**src/mxe_pkg.sv**
```systemverilog
package mxe_pkg;

    // ****************************************
    // Widths and sizes
    // ****************************************
    localparam int DATA_W = 8;
    localparam int DADDR_W = 7;
    localparam int BIT_W = 3;
    localparam int PWORD_W = 14;
    localparam int PADDR_W = 10;
    localparam int TPTR_W = 8;
    localparam int PAGE_W = PADDR_W - TPTR_W;
    localparam int THIGH_W = PWORD_W - DATA_W;
    localparam int NIB_W = 4;

    // ****************************************
    // Constant values
    // ****************************************
    localparam logic [DATA_W-1:0] BYTE_ONES = 8'hff;
    localparam logic [DATA_W-1:0] BYTE_ZERO = 8'h00;
    localparam logic [DATA_W-1:0] BYTE_ONE = 8'h01;
    localparam logic [PAGE_W-1:0] LAST_PAGE = 2'h3;

    // ****************************************
    // Flag register layout
    // ****************************************
    localparam int FLAG_W = 4;
    localparam int FLAG_C = 0;
    localparam int FLAG_AC = 1;
    localparam int FLAG_Z = 2;
    localparam int FLAG_OV = 3;
    localparam logic [FLAG_W-1:0] FLAGS_RST = 4'h0;

    // ****************************************
    // Register map, byte addresses
    // ****************************************
    localparam int AXI_AW = 8;
    localparam logic [AXI_AW-1:0] REG_WORK = 8'h00;
    localparam logic [AXI_AW-1:0] REG_FLAGS = 8'h04;
    localparam logic [AXI_AW-1:0] REG_TPTR = 8'h08;
    localparam logic [AXI_AW-1:0] REG_THIGH = 8'h0c;
    localparam logic [AXI_AW-1:0] REG_STATUS = 8'h10;
    localparam int STATUS_DUMMY = 0;
    localparam logic [1:0] RESP_OKAY = 2'h0;
    localparam logic [1:0] RESP_SLVERR = 2'h2;

    // ****************************************
    // Operations
    // ****************************************
    typedef enum logic [3:0] {
        OP_SET_BYTE, OP_SET_BIT, OP_INC_SKIP, OP_INC_WORK_SKIP,
        OP_BIT_HIGH_SKIP, OP_BIT_LOW_SKIP, OP_SUB_WORK, OP_SUB_MEM,
        OP_SUB_IMM, OP_SWAP, OP_SWAP_WORK, OP_ZERO_SKIP,
        OP_LOAD_SKIP, OP_TBL_CUR, OP_TBL_LAST, OP_XOR_WORK
    } mxe_op_e;

    typedef struct packed {
        mxe_op_e op;
        logic [DADDR_W-1:0] addr;
        logic [BIT_W-1:0] bit_sel;
        logic [DATA_W-1:0] imm;
    } mxe_ins_s;

endpackage

```
**src/mxe_exec.sv**
```systemverilog
// The AXI4-Lite interface to the registers and the placing of the registers were chosen for this implementation.
`timescale 1ns/1ps
module mxe_exec #(
    parameter int DM_DEPTH = 64
) (
    // Clock and reset
    input wire logic aclk,
    input wire logic aresetn,
    // Instruction issue
    input wire logic ins_valid,
    output logic ins_ready,
    input wire mxe_pkg::mxe_ins_s ins,
    input wire logic [mxe_pkg::PAGE_W-1:0] cur_page,
    output logic skip_pulse,
    // Program memory read
    output logic [mxe_pkg::PADDR_W-1:0] pm_addr,
    input wire logic [mxe_pkg::PWORD_W-1:0] pm_rdata,
    // AXI4-Lite write
    input wire logic [mxe_pkg::AXI_AW-1:0] s_axi_awaddr,
    input wire logic s_axi_awvalid,
    output logic s_axi_awready,
    input wire logic [31:0] s_axi_wdata,
    input wire logic [3:0] s_axi_wstrb,
    input wire logic s_axi_wvalid,
    output logic s_axi_wready,
    output logic [1:0] s_axi_bresp,
    output logic s_axi_bvalid,
    input wire logic s_axi_bready,
    // AXI4-Lite read
    input wire logic [mxe_pkg::AXI_AW-1:0] s_axi_araddr,
    input wire logic s_axi_arvalid,
    output logic s_axi_arready,
    output logic [31:0] s_axi_rdata,
    output logic [1:0] s_axi_rresp,
    output logic s_axi_rvalid,
    input wire logic s_axi_rready
);

    // ****************************************
    // State
    // ****************************************
    typedef enum logic {EX_RUN, EX_DUMMY} mxe_state_e;

    mxe_state_e state;
    logic [mxe_pkg::DATA_W-1:0] dmem [DM_DEPTH];
    logic [mxe_pkg::DATA_W-1:0] work_register;
    logic [mxe_pkg::FLAG_W-1:0] flags;
    logic [mxe_pkg::TPTR_W-1:0] table_pointer;
    logic [mxe_pkg::THIGH_W-1:0] table_high_byte;

    logic exec;
    logic addr_ok;
    logic [mxe_pkg::DATA_W-1:0] mem_val;
    logic [mxe_pkg::DATA_W-1:0] inc_val;
    logic [mxe_pkg::DATA_W-1:0] swap_val;
    logic [mxe_pkg::DATA_W-1:0] sub_b;
    logic [mxe_pkg::DATA_W:0] sub_sum;
    logic [mxe_pkg::NIB_W:0] sub_half;
    logic [mxe_pkg::DATA_W-1:0] sub_res;
    logic sel_bit;
    logic [mxe_pkg::DATA_W-1:0] next_mem;
    logic mem_we;
    logic [mxe_pkg::DATA_W-1:0] next_work;
    logic work_we;
    logic [mxe_pkg::FLAG_W-1:0] next_flags;
    logic flags_we;
    logic tbl_we;
    logic next_skip;

    // ****************************************
    // Datapath
    // ****************************************
    assign ins_ready = (state == EX_RUN);
    assign exec = ins_valid && ins_ready;
    assign addr_ok = (32'(ins.addr) < DM_DEPTH);
    assign mem_val = addr_ok ? dmem[ins.addr[$clog2(DM_DEPTH)-1:0]] : mxe_pkg::BYTE_ZERO;
    assign inc_val = mem_val + mxe_pkg::BYTE_ONE;
    assign swap_val = {mem_val[mxe_pkg::NIB_W-1:0], mem_val[mxe_pkg::DATA_W-1:mxe_pkg::NIB_W]};
    assign sel_bit = mem_val[ins.bit_sel];
    assign sub_b = (ins.op == mxe_pkg::OP_SUB_IMM) ? ins.imm : mem_val;
    assign sub_sum = {1'b0, work_register} + {1'b0, ~sub_b} + 9'h001;
    assign sub_half = {1'b0, work_register[mxe_pkg::NIB_W-1:0]} + {1'b0, ~sub_b[mxe_pkg::NIB_W-1:0]} + 5'h01;
    assign sub_res = sub_sum[mxe_pkg::DATA_W-1:0];
    assign pm_addr = (ins.op == mxe_pkg::OP_TBL_LAST) ? {mxe_pkg::LAST_PAGE, table_pointer}
                                                      : {cur_page, table_pointer};

    always_comb begin
        next_mem = mem_val;
        mem_we = 1'b0;
        next_work = work_register;
        work_we = 1'b0;
        next_flags = flags;
        flags_we = 1'b0;
        tbl_we = 1'b0;
        next_skip = 1'b0;
        unique case (ins.op)
            mxe_pkg::OP_SET_BYTE: begin
                next_mem = mxe_pkg::BYTE_ONES;
                mem_we = 1'b1;
            end
            mxe_pkg::OP_SET_BIT: begin
                next_mem[ins.bit_sel] = 1'b1;
                mem_we = 1'b1;
            end
            mxe_pkg::OP_INC_SKIP: begin
                next_mem = inc_val;
                mem_we = 1'b1;
                next_skip = (inc_val == mxe_pkg::BYTE_ZERO);
            end
            mxe_pkg::OP_INC_WORK_SKIP: begin
                next_work = inc_val;
                work_we = 1'b1;
                next_skip = (inc_val == mxe_pkg::BYTE_ZERO);
            end
            mxe_pkg::OP_BIT_HIGH_SKIP: begin
                next_skip = sel_bit;
            end
            mxe_pkg::OP_BIT_LOW_SKIP: begin
                next_skip = !sel_bit;
            end
            mxe_pkg::OP_SUB_WORK, mxe_pkg::OP_SUB_IMM, mxe_pkg::OP_SUB_MEM: begin
                if (ins.op == mxe_pkg::OP_SUB_MEM) begin
                    next_mem = sub_res;
                    mem_we = 1'b1;
                end else begin
                    next_work = sub_res;
                    work_we = 1'b1;
                end
                flags_we = 1'b1;
                next_flags[mxe_pkg::FLAG_C] = sub_sum[mxe_pkg::DATA_W];
                next_flags[mxe_pkg::FLAG_AC] = sub_half[mxe_pkg::NIB_W];
                next_flags[mxe_pkg::FLAG_Z] = (sub_res == mxe_pkg::BYTE_ZERO);
                next_flags[mxe_pkg::FLAG_OV] = (work_register[mxe_pkg::DATA_W-1] != sub_b[mxe_pkg::DATA_W-1])
                    && (sub_res[mxe_pkg::DATA_W-1] != work_register[mxe_pkg::DATA_W-1]);
            end
            mxe_pkg::OP_SWAP: begin
                next_mem = swap_val;
                mem_we = 1'b1;
            end
            mxe_pkg::OP_SWAP_WORK: begin
                next_work = swap_val;
                work_we = 1'b1;
            end
            mxe_pkg::OP_ZERO_SKIP: begin
                next_skip = (mem_val == mxe_pkg::BYTE_ZERO);
            end
            mxe_pkg::OP_LOAD_SKIP: begin
                next_work = mem_val;
                work_we = 1'b1;
                next_skip = (mem_val == mxe_pkg::BYTE_ZERO);
            end
            mxe_pkg::OP_TBL_CUR, mxe_pkg::OP_TBL_LAST: begin
                next_mem = pm_rdata[mxe_pkg::DATA_W-1:0];
                mem_we = 1'b1;
                tbl_we = 1'b1;
            end
            mxe_pkg::OP_XOR_WORK: begin
                next_work = work_register ^ mem_val;
                work_we = 1'b1;
                flags_we = 1'b1;
                next_flags[mxe_pkg::FLAG_Z] = ((work_register ^ mem_val) == mxe_pkg::BYTE_ZERO);
            end
        endcase
    end

    // ****************************************
    // Skip sequencing
    // ****************************************
    always_ff @(posedge aclk) begin
        if (!aresetn) begin
            state <= EX_RUN;
            skip_pulse <= 1'b0;
        end else begin
            skip_pulse <= exec && next_skip;
            unique case (state)
                EX_RUN: state <= (exec && next_skip) ? EX_DUMMY : EX_RUN;
                EX_DUMMY: state <= EX_RUN;
            endcase
        end
    end

    // ****************************************
    // Data memory
    // ****************************************
    always_ff @(posedge aclk) begin
        if (!aresetn) begin
            for (int i = 0; i < DM_DEPTH; i++) begin
                dmem[i] <= mxe_pkg::BYTE_ZERO;
            end
        end else if (exec && mem_we && addr_ok) begin
            dmem[ins.addr[$clog2(DM_DEPTH)-1:0]] <= next_mem;
        end
    end

    // ****************************************
    // AXI4-Lite slave
    // ****************************************
    logic aw_got;
    logic w_got;
    logic [mxe_pkg::AXI_AW-1:0] aw_addr;
    logic [31:0] w_data;
    logic [3:0] w_strb;
    logic sw_we;
    logic [31:0] rd_val;
    logic rd_ok;

    assign s_axi_awready = !aw_got && !s_axi_bvalid;
    assign s_axi_wready = !w_got && !s_axi_bvalid;
    assign s_axi_arready = !s_axi_rvalid;
    assign sw_we = aw_got && w_got && !s_axi_bvalid;

    always_ff @(posedge aclk) begin
        if (!aresetn) begin
            aw_got <= 1'b0;
            w_got <= 1'b0;
            aw_addr <= '0;
            w_data <= '0;
            w_strb <= '0;
            s_axi_bvalid <= 1'b0;
            s_axi_bresp <= mxe_pkg::RESP_OKAY;
        end else begin
            if (s_axi_awvalid && s_axi_awready) begin
                aw_got <= 1'b1;
                aw_addr <= s_axi_awaddr;
            end
            if (s_axi_wvalid && s_axi_wready) begin
                w_got <= 1'b1;
                w_data <= s_axi_wdata;
                w_strb <= s_axi_wstrb;
            end
            if (sw_we) begin
                aw_got <= 1'b0;
                w_got <= 1'b0;
                s_axi_bvalid <= 1'b1;
                s_axi_bresp <= (aw_addr == mxe_pkg::REG_WORK || aw_addr == mxe_pkg::REG_FLAGS
                    || aw_addr == mxe_pkg::REG_TPTR) ? mxe_pkg::RESP_OKAY : mxe_pkg::RESP_SLVERR;
            end else if (s_axi_bready) begin
                s_axi_bvalid <= 1'b0;
            end
        end
    end

    always_comb begin
        rd_ok = 1'b1;
        rd_val = '0;
        unique case (s_axi_araddr)
            mxe_pkg::REG_WORK: rd_val[mxe_pkg::DATA_W-1:0] = work_register;
            mxe_pkg::REG_FLAGS: rd_val[mxe_pkg::FLAG_W-1:0] = flags;
            mxe_pkg::REG_TPTR: rd_val[mxe_pkg::TPTR_W-1:0] = table_pointer;
            mxe_pkg::REG_THIGH: rd_val[mxe_pkg::THIGH_W-1:0] = table_high_byte;
            mxe_pkg::REG_STATUS: rd_val[mxe_pkg::STATUS_DUMMY] = (state == EX_DUMMY);
            default: rd_ok = 1'b0;
        endcase
    end

    always_ff @(posedge aclk) begin
        if (!aresetn) begin
            s_axi_rvalid <= 1'b0;
            s_axi_rdata <= '0;
            s_axi_rresp <= mxe_pkg::RESP_OKAY;
        end else if (s_axi_arvalid && s_axi_arready) begin
            s_axi_rvalid <= 1'b1;
            s_axi_rdata <= rd_val;
            s_axi_rresp <= rd_ok ? mxe_pkg::RESP_OKAY : mxe_pkg::RESP_SLVERR;
        end else if (s_axi_rready) begin
            s_axi_rvalid <= 1'b0;
        end
    end

    // ****************************************
    // Core registers, instruction before software
    // ****************************************
    always_ff @(posedge aclk) begin
        if (!aresetn) begin
            work_register <= mxe_pkg::BYTE_ZERO;
        end else if (exec && work_we) begin
            work_register <= next_work;
        end else if (sw_we && aw_addr == mxe_pkg::REG_WORK && w_strb[0]) begin
            work_register <= w_data[mxe_pkg::DATA_W-1:0];
        end
    end

    always_ff @(posedge aclk) begin
        if (!aresetn) begin
            flags <= mxe_pkg::FLAGS_RST;
        end else if (exec && flags_we) begin
            flags <= next_flags;
        end else if (sw_we && aw_addr == mxe_pkg::REG_FLAGS && w_strb[0]) begin
            flags <= w_data[mxe_pkg::FLAG_W-1:0];
        end
    end

    always_ff @(posedge aclk) begin
        if (!aresetn) begin
            table_pointer <= '0;
        end else if (sw_we && aw_addr == mxe_pkg::REG_TPTR && w_strb[0]) begin
            table_pointer <= w_data[mxe_pkg::TPTR_W-1:0];
        end
    end

    always_ff @(posedge aclk) begin
        if (!aresetn) begin
            table_high_byte <= '0;
        end else if (exec && tbl_we) begin
            table_high_byte <= pm_rdata[mxe_pkg::PWORD_W-1:mxe_pkg::DATA_W];
        end
    end
endmodule // mxe_exec

```
**config.mk**
```make
export PLATFORM = sky130hd
export DESIGN_NAME = mxe_exec
export DESIGN_NICKNAME = d
export VERILOG_FILES = /design/src/mxe_pkg.sv /design/src/mxe_exec.sv
export SDC_FILE = /design/constraint.sdc
export NUM_CORES = 1
export LEC_CHECK = 0
export ABC_AREA = 1
export CAP_MARGIN = 10
export CORE_MARGIN = 5
export CORE_UTILIZATION = 38
export DETAILED_ROUTE_END_ITERATION = 12
export DONT_BUFFER_PORTS = 1
export REMOVE_ABC_BUFFERS = 1
export SLEW_MARGIN = 40
export SYNTH_ARGS = -nofsm -noshare
export SYNTH_HDL_FRONTEND = slang
export SYNTH_SLANG_ARGS = --single-unit
```
**constraint.sdc**
```tcl
create_clock -name aclk -period 8.5 [get_ports aclk]
set_clock_uncertainty 0.05 [all_clocks]
set_input_delay 0.85 -clock aclk [delete_from_list [all_inputs] [get_ports aclk]]
set_output_delay 0.85 -clock aclk [all_outputs]
set_load 0.02 [all_outputs]
```
==> flow_summary.toml, run 1 <==
[outcome]
status = "completed"

[synth]
yosysWarnings = 0
synth_area_mm2 = 0.0289
synth_seq_cells = 571
ys_seq_area_frac = 0.573
synth_top_area_cell = "edfxtp_1"
synthCells = 3452
ys.flop_type = "edfxtp_1"
synth.top_cell.area_share = 0.532
async_reset_ff_frac = 0
synth_area_leaders = "edfxtp_1 (53%), nand2_1 (17%), nor2_1 (8.4%)"
synth-edff-count = 512
syn_area_per_cell_um2 = 8.37
ys_types = 52

[clock_tree]
post_cts.repair.setup_buffers = 0
numCtsBuffers = 59
htreeDepth = 2
cts_resized = 0
postCtsHoldBufs = 0
clk_pin_slew_ns = 0.07
clockBufferDepth = 3
root_buffer = "clkbuf_16"
cts_tree = "built"
clk_latency_ns = 0.64
clock-sinks = 571

[timing]
rsz0062_at_grt = "false"
finalCritPeriodShare = 0.808
tightest_slew_ns = 1.27
slew_headroom = 0.155
min_period_ns = 6.87
hold_violations = 0
clock.fmax_mhz = 146
final.setup.tns_ns = 0
finalSetupViolCount = 0
drv_slew = 0

[routing]
drc = 0
drtIter0Drc = 2242
vias = 22400
drtAntennaViolNets = 0
wl_um = 82400
via_per_inst = 5.09
routedWlPerCell_um = 18.7
dr.pass1.iters = 6

[worst_setup_path]
crit_top_cell = "nand2_1"
path_class = "input port to flip-flop"
start_kind = "input port"
reg2reg_depth = 20
critPathMaxStageDelay_ns = 0.92
cp_data_required_time_ns = 8.79
crit_path_cell_trace = "clkinv_4 > or2_2 > nand2_1 > nand2_1 > o21ai_1 > nand2_1 > nor2_1 > nand2_1 > nand2_2 > o21ai_0 > ha_1 > fa_1 > o21ai_0 > a21oi_1 > o21bai_1 > xnor2_1 > o21ai_0 > a211oi_1 > o21ai_1 > nand2_8 > nor2_1"
cp_num_cells = 21
crit_fanout = 281
cpLargestDelayFamily = "compound AO/OA/AOI/OAI gates"
path_buf_inv = 1
critPathCaptureType = "flip-flop"
cp_slowest_cell = "clkinv_4"
arrival_ns = 7.16

[layout]
drive_gt1_frac = 0.0517
seq_area_mm2 = 0.0166
area_growth_pct = 8.60
fillerInstances = 7488
multi_input_area_mm2 = 0.0105
fin_nets = 3486
diodes = 0
final_cells = 4403

[placed_design]
dp_cells = 4291
gp_congestion = 0.933
io_buffer_count = 0
dp_hpwl_um = 49600

[floorplan]
fp.dieW_um = 286
core-area_mm2 = 0.0757
fp.dieArea_mm2 = 0.0816
placementRows = 101
start_util = 0.382
die_h_um = 286
num_io_pins = 151

[power_and_ir_drop]
p_leak_nw = 13.3
power_density_mw_per_mm2 = 208
peakVddDrop_mv = 0.152
power_w = 0.00651

[flow_run]
cap_violations = 0

[hold_path]
min_path_type = "input port to flip-flop"
worst_hold_path.num_cells = 2

[grt]
grt_max_degree = 282
antenna_found_initial = 0
grt_use_total = 0.196
overflow = 0
grt_pass1_vias = 21100
grt_pass1_wl_um = 125000
## where the power goes
part / total, W / internal [W] / switching [W]
Clock: 0.00256 / 0.00144 / 0.00112
Sequential: 0.00318 / 0.00315 / 0.0000381
Combinational: 0.000764 / 0.000174 / 0.000589
## worst register-to-register path, delay by kind of cell, from the launching register on
kind                     cells  cell delay [ns]
AND/OR/NAND/NOR              9             1.62
adder cells (fa/ha/maj)      2             0.66
flip-flops                   1             0.35
XOR/XNOR                     1             0.20
AO/OA/AOI/OAI                8             2.03
## cells in the mapped netlist (8+ instances only)
library cell / n
nand2_1: 1340
nor2_1: 649
edfxtp_1: 512
inv_1: 205
nand3_1: 136
buf_2: 91
o21ai_0: 76
a21oi_1: 66
dfxtp_1: 59
buf_4: 53
o21ai_1: 33
clkbuf_1: 32
nor3_1: 19
o211ai_1: 18
buf_6: 14
inv_2: 14
or2_1: 14
ha_1: 13
xor2_1: 10
buf_1: 8
nand4_1: 8
## flip-flops by register name, summed over array words and instances, names as in the netlist
name,cells
dmem,512
flags,4
s_axi_rresp,1
skip_pulse,1
w_strb,1
s_axi_bvalid,1
work_register,8
state,1
w_got,1
aw_addr,8
aw_got,1
s_axi_rvalid,1
w_data,8
s_axi_rdata,8
table_high_byte,6
s_axi_bresp,1
table_pointer,8
## cells in the final DEF (no fill, tap or decap), types with 6 or more instances in the layout
master / count
edfxtp_1: 512
nand3_1: 136
inv_1: 205
o211ai_1: 18
buf_4: 27
clkinv_2: 18
inv_2: 13
nand4_1: 8
o22ai_1: 6
ha_1: 13
nor2_1: 649
clkbuf_16: 60
nor3_1: 19
clkbuf_1: 13
nand2_1: 1340
clkinv_1: 9
o21ai_0: 76
o21ai_1: 31
a21oi_1: 66
conb_1: 26
xor2_1: 10
or2_1: 14
dfxtp_1: 59
## routing by layer
layer / track usage / up-vias / share of wire
li1: - / 10900 / -
met1: 0.264 / 10600 / 0.42
met2: 0.328 / 752 / 0.48
met3: 0.0235 / 166 / 0.063
met4: 0.0706 / 0 / 0.035
met5: 0 / - / 0
## final timing paths
| kind | from | to | slack (ns) |
|---|---|---|---|
| setup / recovery | ins[11] | dmem[15][6] | 1.63 |
| hold / removal | s_axi_awvalid | aw_addr[4] | 0.34 |
| setup reg to reg | dmem[0][0] | dmem[15][6] | 3.28 |
| hold reg to reg | aw_got | aw_got | 0.42 |
## area by class of cell
| class | count | share of cell area |
|---|---|---|
| Tap cell | 978 | 0.0390 |
| Sequential cell | 571 | 0.528 |
| Timing Repair Buffer | 34 | 0.00989 |
| Inverter | 219 | 0.0264 |
| Multi-Input combinational cell | 2489 | 0.336 |
| Clock buffer | 75 | 0.0503 |
| Clock inverter | 37 | 0.0103 |
## metrics by stage
stage          hold slack [ns]   util  worst slack [ns]  instance area [um^2]
3_3_place_gp             0.403  0.388              1.80                 29300
2_1_floorplan            0.373      -              1.80                 27800
4_1_cts                  0.302  0.414              2.64                 31300
6_report                 0.336  0.414              1.63                 31400
3_5_place_dp             0.406  0.389              1.98                 29400
5_1_grt                  0.309  0.414              2.12                 31400
## cell families (layout without fill, tap and decap cells)
group / after synthesis / in the layout / share of synthesized area
flops: 571 / 571 / 0.573
fa+ha+maj: 14 / 14 / 0.00633
xor+xnor: 13 / 13 / 0.00394
simple gates: 2207 / 2207 / 0.302
other cells: 1 / 26 / 0.000130
compound gates: 229 / 229 / 0.0454
buf+inv: 417 / 365 / 0.0687
Power figures use the tool's default switching activity.
==> inputs of run 2 (changes only) <==
--- a/config.mk
+++ b/config.mk
@@ -5,7 +5,7 @@
 export SDC_FILE = /design/constraint.sdc
 export NUM_CORES = 1
 export LEC_CHECK = 0
-export ABC_AREA = 1
+export ABC_AREA = 0
 export CAP_MARGIN = 10
 export CORE_MARGIN = 5
 export CORE_UTILIZATION = 38
==> constraint.sdc (replaced) <==
create_clock -name aclk -period 6.2 [get_ports aclk]
set_clock_uncertainty 0.05 [all_clocks]
set_input_delay 0.62 -clock aclk [delete_from_list [all_inputs] [get_ports aclk]]
set_output_delay 0.62 -clock aclk [all_outputs]
set_load 0.02 [all_outputs]
==> flow_summary.toml, run 2 <==
[routing]
wl_um = 91300
dr.pass1.iters = 7
vias = 20500
routedWlPerCell_um = 26.5
drtAntennaViolNets = 0
drc = 0
drtIter0Drc = 2284
via_per_inst = 5.96

[layout]
layout_common_cells = "edfxtp_1 (512), nor2_1 (453), nand2_1 (251), buf_4 (81), nor3_2 (63)"
layout.cells.most_common = "edfxtp_1"
drive_gt1_frac = 0.187
multi_input_area_mm2 = 0.0108
top_register = "dmem"
fin_nets = 2532
final_area_mm2 = 0.0318
fillerInstances = 7027
diodes = 0
seq_area_mm2 = 0.0166
area_growth_pct = 11.3
largest_reg_flops = 512

[worst_setup_path]
path_class = "flip-flop to flip-flop"
critPathCaptureType = "flip-flop"
arrival_ns = 5.84
start_kind = "flip-flop"
cp_data_required_time_ns = 6.50
crit_fanout = 24

[clock_tree]
clk_pin_slew_ns = 0.06
post_cts.repair.setup_buffers = 0
clock-sinks = 571
htreeDepth = 2
numCtsBuffers = 61
cts_tree = "built"
clk_latency_ns = 0.68
cts_resized = 0
postCtsHoldBufs = 0
clockBufferDepth = 3
root_buffer = "clkbuf_16"

[timing]
tightest_slew_ns = 0.890
finalCritPeriodShare = 0.893
finalSetupViolCount = 0
min_period_ns = 5.53
rsz0062_at_grt = "false"
hold_violations = 0
clock.fmax_mhz = 181
slew_headroom = 0.406
drv_slew = 0

[synth]
synth.top_cell.area_share = 0.538
async_reset_ff_frac = 0
synth_common_cells = "edfxtp_1 (512), nor2_1 (454), nand2_1 (251), buf_2 (65), clkbuf_1 (63)"
ys.flop_type = "edfxtp_1"
synth_most_common_cell = "edfxtp_1"
synth_area_mm2 = 0.0286
synth_top_area_cell = "edfxtp_1"
ys_types = 104
synthCells = 2436
syn_area_per_cell_um2 = 11.7
synth_seq_cells = 571
synth_area_leaders = "edfxtp_1 (54%), nor2_1 (6.0%), dfxtp_1 (4.1%)"
ys_seq_area_frac = 0.580
yosysWarnings = 0
synth-edff-count = 512

[grt]
overflow = 0
grt_max_degree = 151
grt_use_total = 0.219
grt_pass1_vias = 20400
antenna_found_initial = 2
grt_pass1_wl_um = 136000

[placed_design]
io_buffer_count = 0
dpl_cell_area_mm2 = 0.0298
gp_congestion = 0.900
dp_hpwl_um = 59900

[outcome]
status = "completed"

[power_and_ir_drop]
power_density_mw_per_mm2 = 289
peakVddDrop_mv = 0.203
power_w = 0.00919
p_leak_nw = 10.9

[floorplan]
start_util = 0.384
num_io_pins = 151
placementRows = 100
fp.dieArea_mm2 = 0.0807
core-area_mm2 = 0.0744
die_h_um = 284
fp.dieW_um = 284

[flow_run]
cap_violations = 0

[hold_path]
min_path_type = "input port to flip-flop"
run 2: changes by cell type in the layout (fill, tap and decap cells not counted), sizes merged, moves of 61 or more:
| cell | delta |
|---|---|
| nor2 | -138 |
| mux2i | +61 |
| nand2 | -1096 |
| buf | +73 |
| inv | -203 |
| nand3 | -98 |
run 2: routing by layer:
metal	track usage	share of wire
met1	0.298	0.40
met2	0.350	0.47
met3	0.0501	0.10
met4	0.0691	0.035
met5	0	0
run 2: path summary, 6_finish.rpt:
| kind | endpoint | from | cells after the start | slack, ns |
|---|---|---|---|---|
| setup reg to reg | dmem[47][6] | dmem[42][0] | 21 | 0.67 |
| setup / recovery | dmem[47][6] | dmem[42][0] | 21 | 0.67 |
| hold reg to reg | aw_addr[7] | aw_addr[7] | 2 | 0.42 |
| hold / removal | s_axi_rvalid | s_axi_arvalid | 1 | 0.06 |
run 2: cells by family after synthesis:
kind of cell             count (synthesis)  share of synthesized area
AND/OR/NAND/NOR                       1028                      0.173
flip-flops                             571                      0.580
AO/OA/AOI/OAI                          410                      0.108
buffers and inverters                  228                     0.0474
multiplexers                           164                     0.0801
XOR/XNOR                                20                    0.00613
adder cells (fa/ha/maj)                 14                    0.00640
other                                    1                   0.000131
run 2: power breakdown:
part	total [W]	switching [W]	internal, W
registers	0.00437	0.0000578	0.00431
clock network	0.00364	0.00159	0.00206
logic	0.00118	0.000784	0.000394
run 2: stage by stage:
step | cells | TNS [ns] | hold slack, ns | setup slack, ns | utilization
after CTS | 3438 | 0 | 0.0357 | 0.783 | 0.427
after detailed placement | 3326 | 0 | 0.418 | 0.447 | 0.400
final | 3438 | 0 | 0.0600 | 0.665 | 0.427
after global placement | 3326 | 0 | 0.402 | 0.149 | 0.400
after floorplan | 2250 | -210.32 | 0.388 | -2.72 | -
after global routing | 3438 | 0 | 0.0430 | 0.384 | 0.427
run 2: critical path, cell delays in order, from the launching register on:
cell	delay (ns)
edfxtp_1	0.36
mux2_1	0.34
a32o_1	0.21
o31a_1	0.34
a2111oi_2	0.60
a21oi_1	0.32
inv_2	0.11
o21ai_0	0.11
ha_1	0.25
fa_1	0.43
nor2b_1	0.12
o21ai_0	0.10
nand2b_1	0.11
a21o_1	0.12
a21o_1	0.14
xor2_1	0.14
a211oi_1	0.44
o211ai_2	0.24
a21boi_4	0.22
buf_12	0.17
buf_12	0.21
nor3_1	0.08
run 2: final cells by class:
class	count	area share
inverter	17	0.00201
sequential	571	0.521
clock inverter	44	0.0137
tap	969	0.0382
multi-input combinational	1662	0.341
timing repair buffer	107	0.0355
clock buffer	68	0.0489
